`config.mk`:
```
export PLATFORM = sky130hd
export DESIGN_NAME = conv_port
export DESIGN_NICKNAME = d
export VERILOG_FILES = /design/src/pkg/conv_port_pkg.sv /design/src/hdl/conv_port.sv /design/src/hdl/pulse_filter.sv
export SDC_FILE = /design/constraint.sdc
export NUM_CORES = 1
export LEC_CHECK = 0
export BUFFER_PORTS_ARGS = -buffer_cell sky130_fd_sc_hd__buf_2
export CORE_MARGIN = 4
export CORE_UTILIZATION = 60
export DETAILED_ROUTE_END_ITERATION = 12
export PLACE_DENSITY = 0.8
export SYNTH_ARGS = -nofsm -noshare
export SYNTH_HDL_FRONTEND = slang
export SYNTH_SLANG_ARGS = --single-unit
```
`constraint.sdc`:
```
create_clock -name clk_sys_in -period 5 [get_ports clk_sys_in]
set_input_delay 0.75 -clock clk_sys_in [delete_from_list [all_inputs] [get_ports clk_sys_in]]
set_output_delay 0.75 -clock clk_sys_in [all_outputs]
set_load 0.01 [all_outputs]
```
`src/pkg/conv_port_pkg.sv`:
```
// Constants and carrier types for the two-wire converter port
package conv_port_pkg;
   // System clock period in picoseconds (40 MHz)
   localparam int unsigned CLK_PERIOD_PS = 25000;
   // Clock-line glitch filter width, ns (rounded up to whole cycles)
   localparam int unsigned FILTER_MIN_NS = 50;
   localparam int unsigned FILTER_CYCLES =
      (FILTER_MIN_NS * 1000 + CLK_PERIOD_PS - 1) / CLK_PERIOD_PS;
   // Word geometry
   localparam int unsigned WORD_BITS = 16;
   localparam int unsigned MIN_RES_BITS = 10;
   localparam int unsigned MAX_REDUCE = WORD_BITS - MIN_RES_BITS;
   localparam int unsigned CYCLE_EDGES = 17;
   // Result limits in two's complement
   localparam logic [15:0] RESULT_MAX = 16'h7FFF;
   localparam logic [15:0] RESULT_MIN = 16'h8001;
   localparam logic [15:0] RESULT_RESERVED = 16'h8000;
   // Default window and conversion lengths in system cycles
   localparam int unsigned REDUCE_WINDOW_CYCLES = 4000;
   localparam int unsigned CONV_CYCLES_FULL = 64000;

   // Port states
   typedef enum logic [1:0] {
      ST_IDLE = 2'b00,
      ST_REDUCE = 2'b01,
      ST_BUSY = 2'b10,
      ST_READ = 2'b11
   } port_state_e;

   // Result handed over by the analog side
   typedef struct packed {
      logic valid;
      logic [15:0] value;
   } conv_result_s;

   // Channel select latched at start
   typedef struct packed {
      logic hi;
      logic lo;
   } chan_sel_s;
endpackage : conv_port_pkg

```
`src/hdl/conv_port.sv`:
```
// Digital side of the two-wire converter port
`timescale 1ns/1ps
module conv_port #(
   parameter int unsigned WINDOW_CYCLES = conv_port_pkg::REDUCE_WINDOW_CYCLES,
   parameter int unsigned CONV_CYCLES = conv_port_pkg::CONV_CYCLES_FULL
) (
   // Clock and reset
   input wire logic clk_sys_in,
   input wire logic reset_in,
   // Two-wire link
   input wire logic conv_clk_in,
   output logic conv_data_line_out,
   // Channel select pins
   input wire logic chan_sel_lo_in,
   input wire logic chan_sel_hi_in,
   // Analog side
   input wire conv_port_pkg::conv_result_s result_in,
   output logic conv_run_out,
   output conv_port_pkg::chan_sel_s chan_out,
   output logic [2:0] reduce_count_out,
   // Power-fail comparator (above threshold = 1)
   input wire logic fail_sense_above_in,
   output logic fail_flag_output_out,
   output logic fail_flag_output_oe_n_out
);
   logic [1:0] clk_sync_reg;
   logic [1:0] sel_lo_sync_reg;
   logic [1:0] sel_hi_sync_reg;
   logic [1:0] fail_sync_reg;
   logic clk_level;
   logic clk_fall;
   logic clk_rise;
   conv_port_pkg::port_state_e state_reg;
   logic [31:0] timer_reg;
   logic [2:0] reduce_reg;
   logic [15:0] shift_reg;
   logic [4:0] edge_reg;
   logic ack_reg;
   logic in_idle;
   logic in_reduce;
   logic in_busy;
   logic in_read;
   logic start_take;
   logic reduce_take;
   logic window_end;
   logic conv_done;
   logic first_out;
   logic cycle_full;

   // Decoded state and event strobes
   assign in_idle = (state_reg == conv_port_pkg::ST_IDLE);
   assign in_reduce = (state_reg == conv_port_pkg::ST_REDUCE);
   assign in_busy = (state_reg == conv_port_pkg::ST_BUSY);
   assign in_read = (state_reg == conv_port_pkg::ST_READ);
   assign start_take = in_idle && clk_fall;
   assign reduce_take = in_reduce && clk_fall && (reduce_reg < 3'(conv_port_pkg::MAX_REDUCE));
   assign window_end = in_reduce && (timer_reg >= WINDOW_CYCLES - 1);
   assign conv_done = in_busy && ((timer_reg >= (CONV_CYCLES >> reduce_reg)) || result_in.valid);
   // Ready level stands until the first readout edge
   assign first_out = (edge_reg == 5'(1 + reduce_reg));
   // Every edge of the cycle seen; last bit stands until the rise
   assign cycle_full = (edge_reg >= 5'(conv_port_pkg::CYCLE_EDGES));

   // Two-flop synchronisers for all pin inputs
   always_ff @(posedge clk_sys_in) begin
      if (reset_in) begin
         clk_sync_reg <= 2'h3;
         sel_lo_sync_reg <= 2'h0;
         sel_hi_sync_reg <= 2'h0;
         fail_sync_reg <= 2'h0;
      end else begin
         clk_sync_reg <= {clk_sync_reg[0], conv_clk_in};
         sel_lo_sync_reg <= {sel_lo_sync_reg[0], chan_sel_lo_in};
         sel_hi_sync_reg <= {sel_hi_sync_reg[0], chan_sel_hi_in};
         fail_sync_reg <= {fail_sync_reg[0], fail_sense_above_in};
      end
   end

   // Glitch filter on the clock line
   pulse_filter #(
      .WIDTH(conv_port_pkg::FILTER_CYCLES)
   ) u_filter (
      .clk_sys_in(clk_sys_in),
      .reset_in(reset_in),
      .line_in(clk_sync_reg[1]),
      .level_out(clk_level),
      .fall_out(clk_fall),
      .rise_out(clk_rise)
   );

   // Sequence state
   always_ff @(posedge clk_sys_in) begin
      if (reset_in) begin
         state_reg <= conv_port_pkg::ST_IDLE;
      end else begin
         unique case (state_reg)
            conv_port_pkg::ST_IDLE: begin
               if (start_take) begin
                  state_reg <= conv_port_pkg::ST_REDUCE;
               end
            end
            conv_port_pkg::ST_REDUCE: begin
               if (window_end) begin
                  state_reg <= conv_port_pkg::ST_BUSY;
               end
            end
            conv_port_pkg::ST_BUSY: begin
               if (conv_done) begin
                  state_reg <= conv_port_pkg::ST_READ;
               end
            end
            conv_port_pkg::ST_READ: begin
               // Leave on the rise so the last bit stands while low
               if (clk_rise && cycle_full) begin
                  state_reg <= conv_port_pkg::ST_IDLE;
               end
            end
         endcase
      end
   end

   // Window and conversion timer
   always_ff @(posedge clk_sys_in) begin
      if (reset_in || in_idle || window_end) begin
         timer_reg <= 32'h0;
      end else if (in_reduce || in_busy) begin
         timer_reg <= timer_reg + 32'h1;
      end
   end

   // Accepted reduction edges, capped at the minimum resolution
   always_ff @(posedge clk_sys_in) begin
      if (reset_in || start_take) begin
         reduce_reg <= 3'h0;
      end else if (reduce_take) begin
         reduce_reg <= reduce_reg + 3'h1;
      end
   end

   // Falling edges of the current cycle; ignored edges not counted
   always_ff @(posedge clk_sys_in) begin
      if (reset_in) begin
         edge_reg <= 5'h0;
      end else if (start_take) begin
         edge_reg <= 5'h1;
      end else if (reduce_take || (in_read && clk_fall && !cycle_full)) begin
         edge_reg <= edge_reg + 5'h1;
      end
   end

   // Acknowledge level for start and reduction edges
   always_ff @(posedge clk_sys_in) begin
      if (reset_in) begin
         ack_reg <= 1'b0;
      end else if (start_take) begin
         ack_reg <= 1'b1;
      end else if (window_end) begin
         ack_reg <= 1'b0;
      end else if (reduce_take) begin
         ack_reg <= 1'b1;
      end else if (clk_rise) begin
         ack_reg <= 1'b0;
      end
   end

   // Result word: load on completion, shift on readout edges
   always_ff @(posedge clk_sys_in) begin
      if (reset_in) begin
         shift_reg <= 16'h0000;
      end else if (conv_done) begin
         if (result_in.value == conv_port_pkg::RESULT_RESERVED) begin
            shift_reg <= conv_port_pkg::RESULT_MIN;
         end else begin
            shift_reg <= result_in.value;
         end
      end else if (in_read && clk_fall && !first_out && !cycle_full) begin
         // First edge only exposes the sign; later edges advance
         shift_reg <= {shift_reg[14:0], 1'b0};
      end
   end

   // Channel select latched by the start edge
   always_ff @(posedge clk_sys_in) begin
      if (reset_in) begin
         chan_out <= '0;
      end else if (start_take) begin
         chan_out <= {sel_hi_sync_reg[1], sel_lo_sync_reg[1]};
      end
   end

   // Data line: high idle/ack/ready, low busy, else current result bit
   always_ff @(posedge clk_sys_in) begin
      if (reset_in) begin
         conv_data_line_out <= 1'b1;
         conv_run_out <= 1'b0;
         reduce_count_out <= 3'h0;
      end else begin
         conv_run_out <= (state_reg == conv_port_pkg::ST_REDUCE) ||
                         (state_reg == conv_port_pkg::ST_BUSY);
         reduce_count_out <= reduce_reg;
         unique case (state_reg)
            conv_port_pkg::ST_IDLE: conv_data_line_out <= 1'b1;
            conv_port_pkg::ST_REDUCE: conv_data_line_out <= ack_reg;
            conv_port_pkg::ST_BUSY: conv_data_line_out <= 1'b0;
            conv_port_pkg::ST_READ: begin
               // Before first readout edge the line shows ready high
               if (first_out) begin
                  conv_data_line_out <= 1'b1;
               end else begin
                  conv_data_line_out <= shift_reg[15];
               end
            end
         endcase
      end
   end

   // Power-fail flag: pull low below threshold, release above
   always_ff @(posedge clk_sys_in) begin
      if (reset_in) begin
         fail_flag_output_out <= 1'b0;
         fail_flag_output_oe_n_out <= 1'b0;
      end else begin
         fail_flag_output_out <= 1'b0;
         fail_flag_output_oe_n_out <= fail_sync_reg[1];
      end
   end
endmodule : conv_port

```
`src/hdl/pulse_filter.sv`:
```
// Glitch filter and edge finder for the conversion clock line
`timescale 1ns/1ps
module pulse_filter #(
   parameter int unsigned WIDTH = 2
) (
   // Clock and reset
   input wire logic clk_sys_in,
   input wire logic reset_in,
   // Raw line, already synchronised
   input wire logic line_in,
   // Filtered level and edges
   output logic level_out,
   output logic fall_out,
   output logic rise_out
);
   logic [7:0] count_reg;

   // Accept a new level only after it has held WIDTH cycles
   always_ff @(posedge clk_sys_in) begin
      if (reset_in) begin
         count_reg <= 8'h00;
         level_out <= 1'b1;
         fall_out <= 1'b0;
         rise_out <= 1'b0;
      end else begin
         fall_out <= 1'b0;
         rise_out <= 1'b0;
         if (line_in == level_out) begin
            count_reg <= 8'h00;
         end else if (count_reg >= 8'(WIDTH - 1)) begin
            count_reg <= 8'h00;
            level_out <= line_in;
            fall_out <= ~line_in;
            rise_out <= line_in;
         end else begin
            count_reg <= count_reg + 8'h01;
         end
      end
   end
endmodule : pulse_filter

```
After elaboration in Yosys (flattened, before gate mapping)
Cells that the tools add are included.
{"block": "totals", "reg_bits": 86, "input_bits": 23, "out_inout_bits": 9, "elab_cells": 88}
{"block": "classes", "n_addsub": 5, "magnitude_cmp": 5, "n_eq_ne": 10, "n_shift": 1, "muxes": 16, "bitwise": 3, "reduce_logical": 27}
{"operator": "two-way mux 16 bit", "count": 3}
{"operator": "adder 32 x 1 -> 32 bit (second input constant)", "count": 1}
{"operator": "greater-or-equal comparator 32 x 12 -> 1 bit (second input constant)", "count": 1}
{"operator": "greater-or-equal comparator 32 bit", "count": 1}
{"operator": ">> shifter 16 x 3 -> 32 bit (first input constant)", "count": 1}
{"operator": "equality test 16 bit (second input constant)", "count": 1}
{"operator": "logical AND 1 bit", "count": 10}
{"operator": "adder 8 x 1 -> 8 bit (second input constant)", "count": 1}
{"operator": "greater-or-equal comparator 8 x 1 -> 1 bit (second input constant)", "count": 1}
{"operator": "two-way mux 2 bit", "count": 4}
{"operator": "!= test 2 x 1 -> 1 bit (second input constant)", "count": 4}
{"operator": "one-hot mux 2 bit (4 select lines)", "count": 1}
{"operator": "two-way mux 1 bit", "count": 7}
{"operator": "logical OR 1 bit", "count": 6}
{"operator": "OR reduction 3 bit", "count": 2}
{"operator": "adder 5 x 1 -> 5 bit (second input constant)", "count": 1}
{"operator": "equality test 5 x 4 -> 1 bit", "count": 1}
{"operator": "greater-or-equal comparator 5 bit (second input constant)", "count": 1}
{"operator": "adder 1 x 3 -> 4 bit (first input constant)", "count": 1}
{"operator": "equality test 2 bit (second input constant)", "count": 2}
{"operator": "one-hot mux 1 bit (4 select lines)", "count": 1}
{"operator": "AND reduction 4 bit", "count": 1}
{"operator": "nonzero test 2 bit", "count": 2}
{"operator": "nonzero test 4 bit", "count": 1}
{"operator": "9 further kinds", "count": 12}

Longest topological paths before layout
Gate-level depths: netlist of run 1.
{"block": "logic_depth", "ltp_word": 7, "depth_mapped": 12, "ltp_nobuf": 11}

By module
A second synthesis of run 1 with hierarchy kept.
{"block": "hier_totals", "cells_unflattened": 465, "area_unflattened_um2": 4270.3}
{"module": "conv_port", "instances": 1, "cells_each": 432, "area_each_um2": 3868.7, "seq_area_each_um2": 1501.4}
{"module": "pulse_filter", "instances": 1, "cells_each": 33, "area_each_um2": 401.6, "seq_area_each_um2": 220.2}

Worst setup path after synthesis of run 1
OpenSTA, ideal clock, no wires.
{"block": "synth_path", "path_type": "register -> register", "startpoint": "register reduce_reg[0]", "endpoint": "register state_reg[1]", "setup_time_ns": 0.121, "t_arrival_ns": 2.510, "t_required_ns": 4.879, "slack_ns": 2.370, "path_stages_with_launch": 12, "path_buffers": 1, "period_less_slack_ns": 2.630, "path_cell_list": "dfxtp_1 -> clkbuf_1 -> inv_1 -> ha_1 -> mux2_2 -> ha_1 -> nand4_1 -> a21oi_1 -> o211ai_1 -> nand3_1 -> o221ai_1 -> mux2_2"}
{"block": "synth_between", "elab_chain_len": 6}
{"item": "start, declared", "line_no": "conv_port.sv:35", "text": "logic [2:0] reduce_reg;"}
{"item": "start signal, assigned", "line_no": "conv_port.sv:136", "text": "reduce_reg <= reduce_reg + 3'h1;"}
{"item": ">> shifter 16 x 3 -> 32 bit", "line_no": "conv_port.sv:58", "text": "assign conv_done = in_busy && ((timer_reg >= (CONV_CYCLES >> reduce_reg)) || result_in.valid);"}
{"item": "greater-or-equal comparator 32 bit", "line_no": "conv_port.sv:58"}
{"item": "logical OR 1 bit", "line_no": "conv_port.sv:58"}
{"item": "logical AND 1 bit", "line_no": "conv_port.sv:58"}
{"item": "!= test 2 x 1 -> 1 bit (no source line)"}
{"item": "AND reduction 4 bit (no source line)"}
{"item": "end signal, assigned", "line_no": "conv_port.sv:94", "text": "state_reg <= conv_port_pkg::ST_IDLE;"}
{"item": "end signal, assigned", "line_no": "conv_port.sv:99", "text": "state_reg <= conv_port_pkg::ST_REDUCE;"}
{"item": "end signal, assigned", "line_no": "conv_port.sv:104", "text": "state_reg <= conv_port_pkg::ST_BUSY;"}
{"item": "end, declared", "line_no": "conv_port.sv:33", "text": "conv_port_pkg::port_state_e state_reg;"}
No other way between the ends.
A chain may end at the register's enable or synchronous reset.

Worst setup path in the final report of run 1
{"block": "layout_path", "startpoint": "register reduce_reg[2]", "endpoint": "register shift_reg[0]"}
{"block": "layout_between", "elab_chain_len": 6, "word_cells_on_any_way": 11, "classes_between": "1 x add/sub; 1 x order compare; 1 x eq/ne; 1 x shift; 1 x mux; 6 x reduce/logical"}
{"item": "branches (longest 6 deep; another with greater-or-equal comparator 32 bit)"}
{"item": "end signal, assigned", "line_no": "conv_port.sv:172", "text": "shift_reg <= conv_port_pkg::RESULT_MIN;"}
{"item": "end signal, assigned", "line_no": "conv_port.sv:174", "text": "shift_reg <= result_in.value;"}
{"item": "end signal, assigned", "line_no": "conv_port.sv:178", "text": "shift_reg <= {shift_reg[14:0], 1'b0};"}
{"item": "end, declared", "line_no": "conv_port.sv:36", "text": "logic [15:0] shift_reg;"}
Parallel ways; which one is timed is not known.

==> run summary, run 1 <==
Core area -> 6869 µm²
Die area -> 8541 µm²
Routed wl met2 -> 3979 µm
Post-CTS Hold Buffers -> 0
Slew HR -> 0.2449
Max Buffers Root-to-Sink -> 2
Overall Global Routing Usage -> 0.2021
Worst r2r src -> reduce_reg[2]
FFs w/ async S/R, synth -> 0
Commonest non-fill, non-tap cell in the layout -> dfxtp_1
Leak -> 1.759 nW
I/O pins -> 32
Cell area power density -> 289.1 nW/µm²
Number of max-cap violations -> 0
Post-Synth Adder-Cell Area -> 0.09365
Drt wl/cell -> 13.73 µm
CP endpoint kind -> flop
Top cells by area, synth -> dfxtp_1 (40%), ha_1 (9.4%), nor2_1 (6.7%)
Std cell rows -> 30
Via count -> 3,229
Status -> finished clean
Final Max Slew Viols -> 0
Final Cell Area -> 4661 µm²
Share of layout cells above drive strength 1 -> 0.1397
Antenna fix cells -> 0
R2R cell count -> 11
Max incr delay on CP -> 0.57 ns
Post-Synthesis Cells -> 462
Startpoint types -> flop
Fin crit share -> 0.6773
Mux contribution to synthesized area -> 0.05268
Clk sinks -> 86
Die width -> 92.42 µm
# resized after CTS -> 0
DRT Pass-1 Iters -> 4
Largest family of logic cells by synthesized area -> simple AND/OR/NAND/NOR gates
Final hold viol count -> 0
Number of CTS-inserted buffers -> 9
Netlist Area Pre-Place -> 4275 µm²
Total power -> 1.348 mW
Critical path required time -> 5.26 ns
RR Endpoint -> shift_reg[0]
Die height -> 92.42 µm
Gr ovfl total -> 0
DRC Markers -> 0
Top_reg_cell synth -> dfxtp_1
Yosys reg bits -> 86
Hold WS -> 0.4143 ns
Final weighted congestion in routability-driven placement -> 0.8701
Antenna viol nets, final -> 0
Yosys top cell by area -> dfxtp_1
Number of global-route vias before repair -> 3,249
Final min period -> 3.386 ns
Slew @ Worst Pin -> 1.130 ns
Critical Path Start -> reduce_reg[2]
H-tree depth -> 3
Sequential element share of the synthesized area -> 0.4027
Syn avg cell area -> 9.254 µm²
WL met1 -> 3666 µm
Critical path cell sequence -> clkinv_1 > ha_1 > inv_1 > ha_1 > a211oi_1 > nor2_1 > nor4_1 > nand3_1 > buf_4 > nand2_1 > mux2_2
Max VDD drop -> 0.2051 mV
Setup bufs post-CTS -> 0
Initial core utilization -> 0.6224
Detailed Route Iter0 Violations -> 152
RSZ-0062 raised after global routing -> false
CP Depth -> 11
WHS Endpoint -> clk_sync_reg[1]
Synth Area in Simple Gates -> 0.2256
Vias per cell -> 5.473
Most frequent CP cell -> ha_1
Worst-path clk slew -> 0.09 ns
Max FFs per register -> 32
Total Wirelength -> 8098 µm
Clock skew -> 0.008075 ns
PortBufs -> 30
CTS tree -> yes
Slowest CP cell -> dfxtp_1
Min-delay worst type -> reg2reg
WHS Path Cells -> 1
First-pass GRT wire length -> 14,130 µm
Buf/Inv on CP -> 3
Post-synth EDFFs -> 0
Dpl hpwl -> 6007 µm
Dpl cells -> 574
YS warnings -> 0
Layout Cells excl Fill -> 590
Area delta synth->final -> 9.014%
Final Setup Violations -> 0
Placed Area -> 4462 µm²
Top sig layer -> met4
Kind of critical path -> reg2reg
Complex-gate fraction of the synthesized area -> 0.09833
Worst EP arrival -> 3.64 ns
Crit-path leading delay family -> simple AND/OR/NAND/NOR gates
Largest net degree at the start of global routing -> 39
Yosys cell types -> 52
Most frequent cells in the layout -> dfxtp_1 (86), nor2_1 (76), ha_1 (32)
Hold path start -> clk_sync_reg[0]
Setup TNS -> 0 ns
Layout Nets -> 544
Routed wl met3 -> 239 µm
Worst-path maximum fanout -> 17
Post-synthesis xor/xnor area fraction -> 0.08194
Worst skew pair latency -> 0.36 ns
Root Driver -> clkbuf_8
Post-synth top area share -> 0.4027
R2R Setup Slk -> 1.61 ns
Max Freq -> 295.3 MHz
Initial antenna violation count -> 0
routing by layer:
metal	GRT usage	up-vias
li1	-	1651
met1	0.2398	1505
met2	0.3480	53
met3	0.03737	20
met4	0.1015	0
met5	0	-
worst max-delay path by stage:
stage | endpoint | slack (ns)
6_report | shift_reg[0] | 1.61
2_1_floorplan | state_reg[1] | 2.37
5_1_grt | shift_reg[0] | 1.33
3_5_place_dp | shift_reg[0] | 1.62
3_3_place_gp | shift_reg[0] | 1.79
4_1_cts | shift_reg[0] | 1.61
synthesized netlist by cell type, types with 5 or more instances:
library cell  number
a21oi_1           12
a221oi_1           7
a221oi_2           9
and3_1             5
clkbuf_1          12
dfxtp_1           86
ha_1              32
inv_1             20
mux2i_1           18
nand2_1           30
nand3_1           17
nand4_1           13
nor2_1            76
nor2b_1            9
nor3_1             5
nor4_1            11
o21ai_0            8
xnor2_1           19
xor2_1            21
area by class of cell:
type                            count  area [µm²]
Multi-Input combinational cell    340        2384
Fill cell                         579        2208
Sequential cell                    86        1722
Timing Repair Buffer               31       157.7
Clock buffer                       10       127.6
Tap cell                           96       120.1
Inverter                           21       78.83
Clock inverter                      6       71.32
cells by family after synthesis:
| logic type | after synthesis |
|---|---|
| adder cells (fa/ha/maj) | 32 |
| AO/OA/AOI/OAI | 49 |
| flip-flops | 86 |
| other | 1 |
| XOR/XNOR | 40 |
| AND/OR/NAND/NOR | 191 |
| multiplexers | 22 |
| buffers and inverters | 41 |
per-stage QoR:
step                      worst slack, ns  utilization
after floorplan                     2.370            -
final                               1.614       0.6785
after global placement              1.793       0.6495
after detailed placement            1.620       0.6495
after global routing                1.332       0.6785
after CTS                           1.613       0.6785
report_power, final:
| part | switching (mW) | leakage [nW] | internal [mW] |
|---|---|---|---|
| Combinational | 0.0851 | 0.963 | 0.0523 |
| Sequential | 0.0146 | 0.697 | 0.708 |
| Clock | 0.252 | 0.0984 | 0.235 |
| Total | 0.352 | 1.76 | 0.996 |
Note: power is estimated with default switching activity, not from simulation.
==> run 2: changes to the inputs <==
--- a/config.mk
+++ b/config.mk
@@ -5,11 +5,12 @@
 export SDC_FILE = /design/constraint.sdc
 export NUM_CORES = 1
 export LEC_CHECK = 0
+export ABC_AREA = 1
 export BUFFER_PORTS_ARGS = -buffer_cell sky130_fd_sc_hd__buf_2
 export CORE_MARGIN = 4
 export CORE_UTILIZATION = 60
 export DETAILED_ROUTE_END_ITERATION = 12
-export PLACE_DENSITY = 0.8
+export PLACE_DENSITY = 0.79
 export SYNTH_ARGS = -nofsm -noshare
 export SYNTH_HDL_FRONTEND = slang
 export SYNTH_SLANG_ARGS = --single-unit
==> constraint.sdc (replaced) <==
create_clock -name clk_sys_in -period 3.2 [get_ports clk_sys_in]
set_input_delay 0.48 -clock clk_sys_in [delete_from_list [all_inputs] [get_ports clk_sys_in]]
set_output_delay 0.48 -clock clk_sys_in [all_outputs]
set_load 0.01 [all_outputs]
==> run 2 against run 1 <==
  * Sequential share of layout area decreased by 3.2 points
  * Critical endpoint is now shift_reg[2]
  * Synthesized area up 9.4%
  * Worst setup slack worse by 1.2 ns
  * Hold slack lost 0.11 ns
  * Final area up 9.5%
  * Synthesized cell count rose by 43%
  * Die area rose by 8.6%
  * Critical path depth is 4 higher
  * Power increased by 88%
  * Via count increased by 29%
  * Sequential power up 63%
  * Flip-flop and latch count stayed put
==> run summary, run 2 <==
Top cells by area, synth -> dfxtp_1 (37%), nand2_1 (10%), nor2_1 (9.6%) (was dfxtp_1 (40%), ha_1 (9.4%), nor2_1 (6.7%))
H-tree depth -> 3 (unchanged)
Final weighted congestion in routability-driven placement -> 0.9219 (was 0.8701)
Std cell rows -> 31 (was 30)
Final hold viol count -> 0 (unchanged)
Post-Synthesis Cells -> 662 (was 462)
Final min period -> 2.747 ns (was 3.386 ns)
Setup WS post-layout -> 0.4528 ns (was 1.614 ns)
Die height -> 96.29 µm (was 92.42 µm)
DP Worst Slack -> 0.3580 ns (was 1.620 ns)
Slew @ Worst Pin -> 0.6991 ns (was 1.130 ns)
Final Cell Area -> 5102 µm² (was 4661 µm²)
DRC Markers -> 0 (unchanged)
Initial core utilization -> 0.6313 (was 0.6224)
Area delta synth->final -> 9.096% (was 9.014%)
CP endpoint kind -> flop (unchanged)
Fin crit share -> 0.8585 (was 0.6773)
FFs w/ async S/R, synth -> 0 (unchanged)
Final Max Slew Viols -> 0 (unchanged)
Drt wl/cell -> 12.23 µm (was 13.73 µm)
Layout Nets -> 750 (was 544)
Antenna viol nets, final -> 0 (unchanged)
Netlist Area Pre-Place -> 4677 µm² (was 4275 µm²)
Multi-input logic area -> 2532 µm² (was 2384 µm²)
Share of layout cells above drive strength 1 -> 0.1114 (was 0.1397)
Hold WS -> 0.3091 ns (was 0.4143 ns)
Syn avg cell area -> 7.065 µm² (was 9.254 µm²)
Kind of critical path -> reg2reg (unchanged)
Total power -> 2.536 mW (was 1.348 mW)
DRT Pass-1 Iters -> 4 (unchanged)
Worst EP arrival -> 3.01 ns (was 3.64 ns)
Largest net degree at the start of global routing -> 32 (was 39)
Sequential element share of the synthesized area -> 0.3681 (was 0.4027)
Setup TNS -> 0 ns (unchanged)
I/O pins -> 32 (unchanged)
GR Util met2 -> 0.3640 (was 0.3480)
Yosys top cell by area -> dfxtp_1 (unchanged)
Yosys reg bits -> 86 (unchanged)
Gr ovfl total -> 0 (unchanged)
Final Setup Violations -> 0 (unchanged)
Sequential Area -> 1722 µm² (unchanged)
CTS tree -> yes (unchanged)
Die area -> 9272 µm² (was 8541 µm²)
First-pass GRT wire length -> 16,500 µm (was 14,130 µm)
Placed Area -> 4891 µm² (was 4462 µm²)
Critical path required time -> 3.46 ns (was 5.26 ns)
Overall Global Routing Usage -> 0.2225 (was 0.2021)
Clock skew -> 0.01233 ns (was 0.008075 ns)
Max VDD drop -> 0.3726 mV (was 0.2051 mV)
Setup bufs post-CTS -> 0 (unchanged)
Vias per cell -> 5.212 (was 5.473)
Total Wirelength -> 9773 µm (was 8098 µm)
Initial antenna violation count -> 0 (unchanged)
Antenna fix cells -> 0 (unchanged)
Min-delay worst type -> in2reg (was reg2reg)
Slew HR -> 0.5334 (was 0.2449)
Number of CTS-inserted buffers -> 9 (unchanged)
Most frequent cell after synthesis -> nand2_1 (was dfxtp_1)
# fillers -> 647 (was 579)
GR peak layer -> met2 (unchanged)
Core area -> 7408 µm² (was 6869 µm²)
Yosys cell types -> 39 (was 52)
Max Buffers Root-to-Sink -> 2 (unchanged)
Number of global-route vias before repair -> 3,827 (was 3,249)
Status -> finished clean (unchanged)
Max FFs per register -> 32 (unchanged)
Max Freq -> 364.0 MHz (was 295.3 MHz)
RSZ-0062 raised after global routing -> false (unchanged)
Worst-path clk slew -> 0.09 ns (about the same)
List of most frequent post-synthesis cells -> nand2_1 (130), nor2_1 (120), inv_1 (89), dfxtp_1 (86), nand3_1 (48) (was dfxtp_1 (86), nor2_1 (76), ha_1 (32), nand2_1 (30), xor2_1 (21))
WHS Path Cells -> 2 (was 1)
Detailed Route Iter0 Violations -> 211 (was 152)
PortBufs -> 30 (unchanged)
Via count -> 4,164 (was 3,229)
Cell area power density -> 497.0 nW/µm² (was 289.1 nW/µm²)
Commonest non-fill, non-tap cell in the layout -> nand2_1 (was dfxtp_1)
Die width -> 96.29 µm (was 92.42 µm)
Root Driver -> clkbuf_8 (unchanged)
Most frequent cells in the layout -> nand2_1 (130), nor2_1 (120), inv_1 (89) (was dfxtp_1 (86), nor2_1 (76), ha_1 (32))
Post-CTS Hold Buffers -> 0 (unchanged)
Dpl hpwl -> 7227 µm (was 6007 µm)
Worst-path maximum fanout -> 30 (was 17)
Post-synth EDFFs -> 0 (unchanged)
R2R cell count -> 15 (was 11)
Startpoint types -> flop (unchanged)
Clk sinks -> 86 (unchanged)
Leak -> 2.289 nW (was 1.759 nW)
YS warnings -> 0 (unchanged)
Top_reg_cell synth -> dfxtp_1 (unchanged)
Number of max-cap violations -> 0 (unchanged)
Post-synth top area share -> 0.3681 (was 0.4027)
Worst skew pair latency -> 0.35 ns (was 0.36 ns)
Met1 Use GR -> 0.2981 (was 0.2398)
Met3 routing resource usage after global routing -> 0.04066 (was 0.03737)
run 2: repair_timing:
item                                    in CTS  in global routing
endpoints found under the setup margin       0                  4
resized for setup                            0                  1
endpoints found under the hold margin        0                  0
run 2: critical path: stages (launching register included):
cell     delay [ns]
dfxtp_1        0.49
ha_1           0.26
inv_1          0.06
ha_1           0.17
inv_1          0.05
ha_1           0.23
nand2_1        0.07
nand2_1        0.05
a21oi_1        0.14
nand3_1        0.11
nor2_2         0.13
nand3_2        0.25
nand2_4        0.35
inv_2          0.07
o21ai_0        0.17
nor2_1         0.05
run 2: area by class of cell:
type                    count  share of cell area
flip-flops and latches     86              0.3374
inverters                  94             0.06915
clock inverters             6             0.01349
well taps                  99             0.02428
repair buffers             32             0.03237
multi-input cells         472              0.4963
clock buffers              10             0.02697
run 2: logic make-up after synthesis:
logic type / after synthesis / share of synthesized area
flip-flops: 86 / 0.3681
XOR/XNOR: 24 / 0.04494
AND/OR/NAND/NOR: 359 / 0.3438
multiplexers: 1 / 0.002140
buffers and inverters: 109 / 0.09550
adder cells (fa/ha/maj): 32 / 0.08561
other: 1 / 0.0008018
AO/OA/AOI/OAI: 50 / 0.05912
run 2: metrics by stage:
step,instances,utilization
2_1_floorplan,667,-
3_3_place_gp,783,0.6602
3_5_place_dp,783,0.6602
4_1_cts,799,0.6881
5_1_grt,799,0.6887
6_report,799,0.6887
run 2: path summary, 6_finish.rpt:
path                         to  slack [ns]                from
max reg2reg        shift_reg[2]        0.45       reduce_reg[0]
min             clk_sync_reg[0]        0.31         conv_clk_in
max                shift_reg[2]        0.45       reduce_reg[0]
min reg2reg  sel_hi_sync_reg[1]        0.41  sel_hi_sync_reg[0]
run 2: power breakdown:
group          switching [mW]  internal (mW)  leakage (nW)
Sequential             0.0405           1.14         0.699
Clock                   0.405          0.388         0.103
Combinational           0.389          0.174          1.49
run 2: layer usage:
metal / share of wire / vias up
met3: 0.053 / 11
met4: 0.011 / 0
met5: 0 / -
met2: 0.47 / 109
met1: 0.47 / 1898
li1: - / 2146
